$ cat src/rtl/act_consts.svh
`ifndef ACT_CONSTS_SVH
`define ACT_CONSTS_SVH
// Notes on behaviour
// - Self-test enable at one drives the self-test output that disturbs the measurement chain.
// - With completion interrupt enabled, interrupt follows the conversion-done flag.
// - Completion interrupt enable resets to zero.
// - Done flag reads one after a finished cycle, zero while converting; a start in the same cycle as cif.done leaves it at one.
// - Writing one clears the done flag; writing zero leaves it.
// - With software trigger type, writing one to the trigger bit starts conversions.
// - Trigger write ignored under hardware trigger type; writing zero never acts.
// - With trigger type zero, only the analog-phase start pulse starts conversions.
// - Block emits an end-of-analog-phase pulse, which is not an interrupt.
// - Of the two resets, only power-on reset touches the trim registers.

// ******************************************************************
// Register map.
// ******************************************************************
`define ACT_ADDR_W 8
`define ACT_CSR_OFS 8'h00
`define ACT_STAT_OFS 8'h04
`define ACT_TRIM_BASE 8'h10
`define ACT_TRIM_WORDS 4
`define ACT_TRIM_IDX_W 2
`define ACT_TRIM_W 16

// ******************************************************************
// Control and status fields.
// ******************************************************************
`define ACT_BIT_TT 0
`define ACT_BIT_SOFTWARE_TRIGGER 1
`define ACT_BIT_CONVERSION_DONE_FLAG 2
`define ACT_BIT_COMPLETION_IRQ_ENABLE 3
`define ACT_BIT_ST 7
`define ACT_BIT_BUSY 0
`define ACT_TRIM_RESET 16'h0000

// ******************************************************************
// Bus answers.
// ******************************************************************
`define ACT_RESP_OKAY 2'h0
`define ACT_RESP_SLVERR 2'h2
`endif

$ cat src/rtl/act_pkg.sv
package act_pkg;
    typedef enum logic {
        ACT_IDLE,
        ACT_CONVERT
    } act_state_e;
    typedef logic [1:0] act_resp_t;
endpackage

$ cat src/rtl/act_conv_if.sv
`timescale 1ns/100ps
interface act_conv_if;
    logic start;
    logic busy;
    logic done;
    modport ctl (output start, input busy, input done);
    modport seq (input start, output busy, output done);
endinterface

$ cat src/rtl/act_conv_seq.sv
`timescale 1ns/100ps
`include "act_consts.svh"
module act_conv_seq (
    input wire logic aclk,
    input wire logic aresetn,
    act_conv_if.seq cif,
    input wire logic results_ready,
    output logic conv_start_q,
    output logic phase_end_q
);
    act_pkg::act_state_e state_q;
    logic done_q;

    // ******************************************************************
    // Analog phase sequencing.
    // ******************************************************************
    always_ff @(posedge aclk) begin
        if (!aresetn) begin
            state_q <= act_pkg::ACT_IDLE;
        end else begin
            unique case (state_q)
                act_pkg::ACT_IDLE: begin
                    if (cif.start) begin
                        state_q <= act_pkg::ACT_CONVERT;
                    end
                end
                act_pkg::ACT_CONVERT: begin
                    if (results_ready) begin
                        state_q <= act_pkg::ACT_IDLE;
                    end
                end
            endcase
        end
    end

    always_ff @(posedge aclk) begin
        if (!aresetn) begin
            conv_start_q <= 1'b0;
            phase_end_q <= 1'b0;
            done_q <= 1'b0;
        end else begin
            conv_start_q <= (state_q == act_pkg::ACT_IDLE) && cif.start;
            done_q <= (state_q == act_pkg::ACT_CONVERT) && results_ready;
            phase_end_q <= (state_q == act_pkg::ACT_CONVERT) && results_ready;
        end
    end

    assign cif.busy = (state_q == act_pkg::ACT_CONVERT);
    assign cif.done = done_q;
endmodule

$ cat src/rtl/act_top.sv
`timescale 1ns/100ps
`include "act_consts.svh"
module act_top (
    input wire logic aclk,
    input wire logic aresetn,
    input wire logic por_resetn,
    input wire logic [`ACT_ADDR_W-1:0] s_axi_awaddr,
    input wire logic [2:0] s_axi_awprot,
    input wire logic s_axi_awvalid,
    output logic s_axi_awready,
    input wire logic [31:0] s_axi_wdata,
    input wire logic [3:0] s_axi_wstrb,
    input wire logic s_axi_wvalid,
    output logic s_axi_wready,
    output logic [1:0] s_axi_bresp,
    output logic s_axi_bvalid,
    input wire logic s_axi_bready,
    input wire logic [`ACT_ADDR_W-1:0] s_axi_araddr,
    input wire logic [2:0] s_axi_arprot,
    input wire logic s_axi_arvalid,
    output logic s_axi_arready,
    output logic [31:0] s_axi_rdata,
    output logic [1:0] s_axi_rresp,
    output logic s_axi_rvalid,
    input wire logic s_axi_rready,
    input wire logic analog_phase_start,
    input wire logic results_ready,
    output logic conv_start,
    output logic analog_phase_end,
    output logic self_test_enable,
    output logic completion_irq
);
    // ******************************************************************
    // Address decoding.
    // ******************************************************************
    function automatic logic is_trim(input logic [`ACT_ADDR_W-1:0] addr);
        is_trim = (addr[`ACT_ADDR_W-1:4] == 4'(`ACT_TRIM_BASE >> 4)) && (addr[1:0] == 2'h0);
    endfunction

    function automatic logic is_mapped(input logic [`ACT_ADDR_W-1:0] addr);
        is_mapped = is_trim(addr) || (addr == `ACT_CSR_OFS) || (addr == `ACT_STAT_OFS);
    endfunction

    act_conv_if cif ();

    logic awready_q;
    logic wready_q;
    logic aw_full_q;
    logic w_full_q;
    logic [`ACT_ADDR_W-1:0] waddr_q;
    logic [31:0] wdata_q;
    logic [3:0] wstrb_q;
    logic bvalid_q;
    logic [1:0] bresp_q;
    logic arready_q;
    logic rd_pend_q;
    logic [`ACT_ADDR_W-1:0] raddr_q;
    logic rvalid_q;
    logic [31:0] rdata_q;
    logic [1:0] rresp_q;
    logic tt_q;
    logic completion_irq_enable_q;
    logic st_q;
    logic conversion_done_flag_q;
    logic irq_q;
    logic commit;
    logic csr_wr;
    logic trim_wr;
    logic sw_start;
    logic hw_start;
    logic [`ACT_TRIM_W-1:0] trim_rd;

    // ******************************************************************
    // Write channels.
    // ******************************************************************
    assign commit = aw_full_q && w_full_q && !bvalid_q;
    assign csr_wr = commit && (waddr_q == `ACT_CSR_OFS) && wstrb_q[0];
    assign trim_wr = commit && is_trim(waddr_q);

    always_ff @(posedge aclk) begin
        if (!aresetn) begin
            awready_q <= 1'b0;
            aw_full_q <= 1'b0;
            waddr_q <= '0;
        end else if (awready_q && s_axi_awvalid) begin
            awready_q <= 1'b0;
            aw_full_q <= 1'b1;
            waddr_q <= s_axi_awaddr;
        end else if (commit) begin
            aw_full_q <= 1'b0;
        end else if (!aw_full_q && !bvalid_q) begin
            awready_q <= 1'b1;
        end
    end

    always_ff @(posedge aclk) begin
        if (!aresetn) begin
            wready_q <= 1'b0;
            w_full_q <= 1'b0;
            wdata_q <= '0;
            wstrb_q <= '0;
        end else if (wready_q && s_axi_wvalid) begin
            wready_q <= 1'b0;
            w_full_q <= 1'b1;
            wdata_q <= s_axi_wdata;
            wstrb_q <= s_axi_wstrb;
        end else if (commit) begin
            w_full_q <= 1'b0;
        end else if (!w_full_q && !bvalid_q) begin
            wready_q <= 1'b1;
        end
    end

    always_ff @(posedge aclk) begin
        if (!aresetn) begin
            bvalid_q <= 1'b0;
            bresp_q <= `ACT_RESP_OKAY;
        end else if (commit) begin
            bvalid_q <= 1'b1;
            bresp_q <= is_mapped(waddr_q) ? `ACT_RESP_OKAY : `ACT_RESP_SLVERR;
        end else if (s_axi_bready) begin
            bvalid_q <= 1'b0;
        end
    end

    // ******************************************************************
    // Read channels.
    // ******************************************************************
    always_ff @(posedge aclk) begin
        if (!aresetn) begin
            arready_q <= 1'b0;
            rd_pend_q <= 1'b0;
            raddr_q <= '0;
        end else if (arready_q && s_axi_arvalid) begin
            arready_q <= 1'b0;
            rd_pend_q <= 1'b1;
            raddr_q <= s_axi_araddr;
        end else begin
            rd_pend_q <= 1'b0;
            if (!rd_pend_q && !rvalid_q) begin
                arready_q <= 1'b1;
            end
        end
    end

    always_ff @(posedge aclk) begin
        if (!aresetn) begin
            rvalid_q <= 1'b0;
            rdata_q <= '0;
            rresp_q <= `ACT_RESP_OKAY;
        end else if (rd_pend_q) begin
            rvalid_q <= 1'b1;
            rresp_q <= is_mapped(raddr_q) ? `ACT_RESP_OKAY : `ACT_RESP_SLVERR;
            rdata_q <= '0;
            if (raddr_q == `ACT_CSR_OFS) begin
                rdata_q[`ACT_BIT_ST] <= st_q;
                rdata_q[`ACT_BIT_COMPLETION_IRQ_ENABLE] <= completion_irq_enable_q;
                rdata_q[`ACT_BIT_CONVERSION_DONE_FLAG] <= conversion_done_flag_q;
                rdata_q[`ACT_BIT_SOFTWARE_TRIGGER] <= 1'b0;
                rdata_q[`ACT_BIT_TT] <= tt_q;
            end else if (raddr_q == `ACT_STAT_OFS) begin
                rdata_q[`ACT_BIT_BUSY] <= cif.busy;
            end else if (is_trim(raddr_q)) begin
                rdata_q[`ACT_TRIM_W-1:0] <= trim_rd;
            end
        end else if (s_axi_rready) begin
            rvalid_q <= 1'b0;
        end
    end

    // ******************************************************************
    // Control bits.
    // ******************************************************************
    always_ff @(posedge aclk) begin
        if (!aresetn) begin
            tt_q <= 1'b0;
            completion_irq_enable_q <= 1'b0;
            st_q <= 1'b0;
        end else if (csr_wr) begin
            tt_q <= wdata_q[`ACT_BIT_TT];
            completion_irq_enable_q <= wdata_q[`ACT_BIT_COMPLETION_IRQ_ENABLE];
            st_q <= wdata_q[`ACT_BIT_ST];
        end
    end

    // ******************************************************************
    // Conversion start selection.
    // ******************************************************************
    assign sw_start = csr_wr && wdata_q[`ACT_BIT_SOFTWARE_TRIGGER] && tt_q;
    assign hw_start = analog_phase_start && !tt_q;
    assign cif.start = sw_start || hw_start;

    // ******************************************************************
    // Completion flag and interrupt.
    // ******************************************************************
    always_ff @(posedge aclk) begin
        if (!aresetn) begin
            conversion_done_flag_q <= 1'b0;
        end else if (cif.done) begin
            conversion_done_flag_q <= 1'b1;
        end else if (cif.start && !cif.busy) begin
            conversion_done_flag_q <= 1'b0;
        end else if (csr_wr && wdata_q[`ACT_BIT_CONVERSION_DONE_FLAG]) begin
            conversion_done_flag_q <= 1'b0;
        end
    end

    always_ff @(posedge aclk) begin
        if (!aresetn) begin
            irq_q <= 1'b0;
        end else begin
            irq_q <= completion_irq_enable_q && conversion_done_flag_q;
        end
    end

    // ******************************************************************
    // Submodules.
    // ******************************************************************
    act_conv_seq u_seq (
        .aclk(aclk),
        .aresetn(aresetn),
        .cif(cif.seq),
        .results_ready(results_ready),
        .conv_start_q(conv_start),
        .phase_end_q(analog_phase_end)
    );

    act_trim_store u_trim (
        .aclk(aclk),
        .por_resetn(por_resetn),
        .wr_en(trim_wr),
        .wr_idx(waddr_q[`ACT_TRIM_IDX_W+1:2]),
        .wr_be(wstrb_q[1:0]),
        .wr_data(wdata_q[`ACT_TRIM_W-1:0]),
        .rd_idx(s_axi_araddr[`ACT_TRIM_IDX_W+1:2]),
        .rd_data_q(trim_rd)
    );

    assign s_axi_awready = awready_q;
    assign s_axi_wready = wready_q;
    assign s_axi_bvalid = bvalid_q;
    assign s_axi_bresp = bresp_q;
    assign s_axi_arready = arready_q;
    assign s_axi_rvalid = rvalid_q;
    assign s_axi_rdata = rdata_q;
    assign s_axi_rresp = rresp_q;
    assign self_test_enable = st_q;
    assign completion_irq = irq_q;
endmodule

$ cat src/rtl/act_trim_store.sv
`timescale 1ns/100ps
`include "act_consts.svh"
module act_trim_store (
    input wire logic aclk,
    input wire logic por_resetn,
    input wire logic wr_en,
    input wire logic [`ACT_TRIM_IDX_W-1:0] wr_idx,
    input wire logic [1:0] wr_be,
    input wire logic [`ACT_TRIM_W-1:0] wr_data,
    input wire logic [`ACT_TRIM_IDX_W-1:0] rd_idx,
    output logic [`ACT_TRIM_W-1:0] rd_data_q
);
    logic [`ACT_TRIM_W-1:0] mem_q [`ACT_TRIM_WORDS];

    // ******************************************************************
    // Storage cleared by power-on reset only.
    // ******************************************************************
    genvar gw;
    genvar gb;
    generate
        for (gw = 0; gw < `ACT_TRIM_WORDS; gw++) begin : g_word
            for (gb = 0; gb < 2; gb++) begin : g_byte
                always_ff @(posedge aclk) begin
                    if (!por_resetn) begin
                        mem_q[gw][gb*8 +: 8] <= 8'(`ACT_TRIM_RESET >> (gb * 8));
                    end else if (wr_en && wr_be[gb] && (wr_idx == `ACT_TRIM_IDX_W'(gw))) begin
                        mem_q[gw][gb*8 +: 8] <= wr_data[gb*8 +: 8];
                    end
                end
            end
        end
    endgenerate

    always_ff @(posedge aclk) begin
        if (!por_resetn) begin
            rd_data_q <= `ACT_TRIM_RESET;
        end else begin
            rd_data_q <= mem_q[rd_idx];
        end
    end
endmodule
$ cat config.mk
export PLATFORM = sky130hd
export DESIGN_NAME = act_top
export DESIGN_NICKNAME = d
export VERILOG_FILES = /design/src/rtl/act_pkg.sv /design/src/rtl/act_conv_if.sv /design/src/rtl/act_conv_seq.sv /design/src/rtl/act_top.sv /design/src/rtl/act_trim_store.sv
export VERILOG_INCLUDE_DIRS = /design/src /design/src/rtl
export SDC_FILE = /design/constraint.sdc
export NUM_CORES = 1
export LEC_CHECK = 0
export BUFFER_PORTS_ARGS = -buffer_cell sky130_fd_sc_hd__buf_2
export CAP_MARGIN = 20
export CORE_MARGIN = 8
export CORE_UTILIZATION = 30
export CTS_CLUSTER_SIZE = 16
export DETAILED_ROUTE_END_ITERATION = 16
export PLACE_DENSITY = 0.55
export SLEW_MARGIN = 25
export SYNTH_ARGS = -nofsm -noshare
export SYNTH_HDL_FRONTEND = slang
export SYNTH_SLANG_ARGS = --single-unit
export TNS_END_PERCENT = 50
$ cat constraint.sdc
create_clock -name aclk -period 2 [get_ports aclk]
set_input_delay 0.3 -clock aclk [delete_from_list [all_inputs] [get_ports aclk]]
set_output_delay 0.3 -clock aclk [all_outputs]
set_load 0.01 [all_outputs]
==> results.toml <==
[outcome]
status = "complete, no violations"

[finish]
diodes = 0
drive_gt1_share_pct = 22.71
finalNonFillerCells = 886
nets = 676
area_growth_pct = 20.87

[clock_network]
clock_path_buffers = 2
cts_max_level = 4
cts_resized = 0
postCtsSetupBuffers = 0
insertion_delay_ns = 0.42
cts_hold_repair.buffers = 0
clockRootBuffer = "clkbuf_16"
cts_tree = "yes"
cts_sinks = 148
path_clk_slew_ns = 0.06
cts-buffers-inserted = 17

[synthesis]
synth_warnings = 0
synth_area_per_cell_sq_um = 10.96
synthTopCellsByCount = "nand2_1, dfxtp_1, nor2_1"
seq_area_frac_synth_pct = 62.03
synth_top_area_cell = "edfxtp_1"
yosysUniqueCellTypes = 39
synth-seq-cells = 148
yosysMostFrequentCell = "nand2_1"
netlist_instances = 530
ys.flop_type = "dfxtp_1"
synth_edf_count = 64
synth_top_area_share_pct = 33.08
synth_area_sq_mm = 0.005809
synth_async_sr_flop_share_pct = 0
synthTopCellsByArea = "edfxtp_1, dfxtp_1, mux4_2"

[setup_path]
worstPathArrival_ns = 1.85
r2r_setup_slack_ns = 0.22
crit_path_cell_trace = "nor4b_1 > buf_4 > nand4_1 > nand2_1"
crit_fanout = 9
r2r_end = "u_trim.mem_q[3][11]$_SDFFCE_PN0P_"
crit_type = "register to register"
reg2regPathDepth = 4
crit_path_end_kind = "register"
cp_top_family = "simple AND/OR/NAND/NOR gates"
required_ns = 2.07
rr_startpoint = "aw_full_q$_SDFFE_PN0P_"
start_kind = "register"
cpPeakStageDelay_ns = 0.40
slowest_stage = "dfxtp_1"
worstPathBufferInverterCount = 1

[floorplan]
start_util_pct = 30.25
die_w_um = 155.2
die_h_um = 155.2
fp-row-count = 51
core-area_sq_mm = 0.01921
dieArea_sq_mm = 0.02407
io_pins = 113

[routing]
drtIter0Drc = 225
route.vias.total = 3937
firstDrtPassIters = 4
drtAntennaViolNets = 0
routed_wl_um = 12710
drc = 0
via_per_inst = 4.444
avgRoutedWirePerCell_um = 14.34

[timing]
hold_viol = 0
fin_crit_sh_pct = 89.07
period_minus_slack_ns = 1.781
rsz0062_at_grt = "no"
tns_ns = 0
setup_viol = 0
timing.final.ws_setup_ns = 0.2186
max_slew.worst_pin.slew_ns = 0.6580
slew_headroom_pct = 56.03
worst_clock_skew_ns = 0.01072
fmax_ghz = 0.5614
maxSlewViolCount = 0

[global_route]
grt_usage_pct = 10.82
grt_max_degree = 29
overflow = 0
grt_pass1_vias = 4097
grt_first_pass_wirelength_um = 20580
grt_antenna_before_repair = 0

[min_path]
whs_endpoint = "wdata_q[15]$_SDFFE_PN0P_"
min_delay_path_depth = 3
hold_path.class = "input pin to register"
min_from = "s_axi_wdata[15]"

[pwr]
ir_drop_mv = 0.6035
p_leak_uw = 0.002652
p_per_area_mw_per_mm2 = 952.9

[place]
io_buffers = 70
place_ws_ns = 0.2133
dp_cells = 854
dp_hpwl_um = 9130
routabilityCongestion = 0.7701

[run]
drv_cap = 0
[worst reg2reg max path, cell delays in order, from the launching register on]
cell     delay (ns)
dfxtp_1        0.40
nor4b_1        0.33
buf_4          0.23
nand4_1        0.12
nand2_1        0.36
[cell type report]
type,instances,area [sq um]
Clock inverter,13,96.34
Inverter,8,30.03
Sequential cell,148,3603
Clock buffer,19,464.2
Fill cell,1913,12190
Tap cell,265,331.6
Multi-Input combinational cell,345,1986
Timing Repair Buffer,88,510.5
[flip-flops by register name, indices dropped and copies added, names as in the netlist, 2 cells and up]
signal and count:
raddr_q 8, s_axi_rdata 16, u_trim.mem_q 64, u_trim.rd_data_q 16
waddr_q 8, wdata_q 16, wstrb_q 2
[worst max path at each step]
stage	end	depth (start not counted)	slack, ns	from
6_report	u_trim.mem_q[3][11]$_SDFFCE_PN0P_	4	0.22	aw_full_q$_SDFFE_PN0P_
5_1_grt	u_trim.mem_q[3][3]$_SDFFCE_PN0P_	4	0.08	aw_full_q$_SDFFE_PN0P_
4_1_cts	u_trim.mem_q[0][11]$_SDFFCE_PN0P_	4	0.20	aw_full_q$_SDFFE_PN0P_
3_5_place_dp	u_trim.mem_q[0][12]$_SDFFCE_PN0P_	4	0.21	aw_full_q$_SDFFE_PN0P_
3_3_place_gp	u_trim.mem_q[3][13]$_SDFFCE_PN0P_	4	0.26	w_full_q$_SDFFE_PN0P_
2_1_floorplan	u_trim.mem_q[1][0]$_SDFFCE_PN0P_	4	0.32	s_axi_bvalid$_SDFFE_PN0P_
[layout by cell type, fill, tap and decap left out, types with 2 or more instances in the layout]
cell,netlist,routed
clkbuf_16,0,18
nand4b_1,2,2
clkinvlp_4,0,2
and3_1,5,5
nor2b_1,2,2
and2_1,17,17
buf_2,5,70
clkinv_4,0,3
conb_1,1,18
inv_6,0,4
buf_4,20,16
nand3_1,18,18
mux2i_1,4,4
edfxtp_1,64,64
nor3_1,4,4
inv_1,7,8
o21ai_0,2,2
nor2_1,70,70
o21ai_1,4,4
mux4_2,16,16
nand2_1,91,91
clkinv_2,0,2
dfxtp_1,84,84
nor4b_1,6,6
a22o_1,12,12
nand4_1,7,7
a21oi_1,47,47
nor4bb_1,2,2
nand2b_1,3,3
buf_12,0,2
and3b_1,4,4
[metal layers]
| metal | vias up | share of wire (%) | track usage [%] |
|---|---|---|---|
| met3 | 10 | 3.7 | 2.386 |
| met4 | 0 | 1.2 | 4.620 |
| met5 | - | 0 | 0 |
| met1 | 1875 | 46 | 13.02 |
| li1 | 1973 | - | - |
| met2 | 79 | 50 | 18.35 |
[where the power goes]
group / internal, uW / leakage [uW] / switching, uW
clock: 1700 / 0.000277 / 1250
sequential: 3260 / 0.00135 / 76.3
combinational: 167 / 0.00103 / 233
total: 5130 / 0.00265 / 1560
[cells by family (layout without fill, tap and decap cells)]
family / Yosys count / count (layout) / share of synthesized area (%)
flip-flops: 148 / 148 / 62.03
multiplexers: 20 / 20 / 6.892
AO/OA/AOI/OAI: 69 / 69 / 6.957
buffers and inverters: 54 / 128 / 4.889
other: 1 / 18 / 0.06455
AND/OR/NAND/NOR: 238 / 238 / 19.17
[per-stage QoR]
step | power [uW] | util, % | hold slack (ns) | area, sq um
finish | 6691 | 36.56 | 0.1217 | 7022
global route | 6942 | 36.56 | 0.1209 | 7022
CTS | 6769 | 36.56 | 0.1059 | 7022
detailed placement | 3809 | 33.64 | 0.4332 | 6461
global placement | 3795 | 33.64 | 0.4316 | 6461
floorplan | 3678 | - | 0.4257 | 5873
No activity file was read; power rests on OpenSTA's default activity.
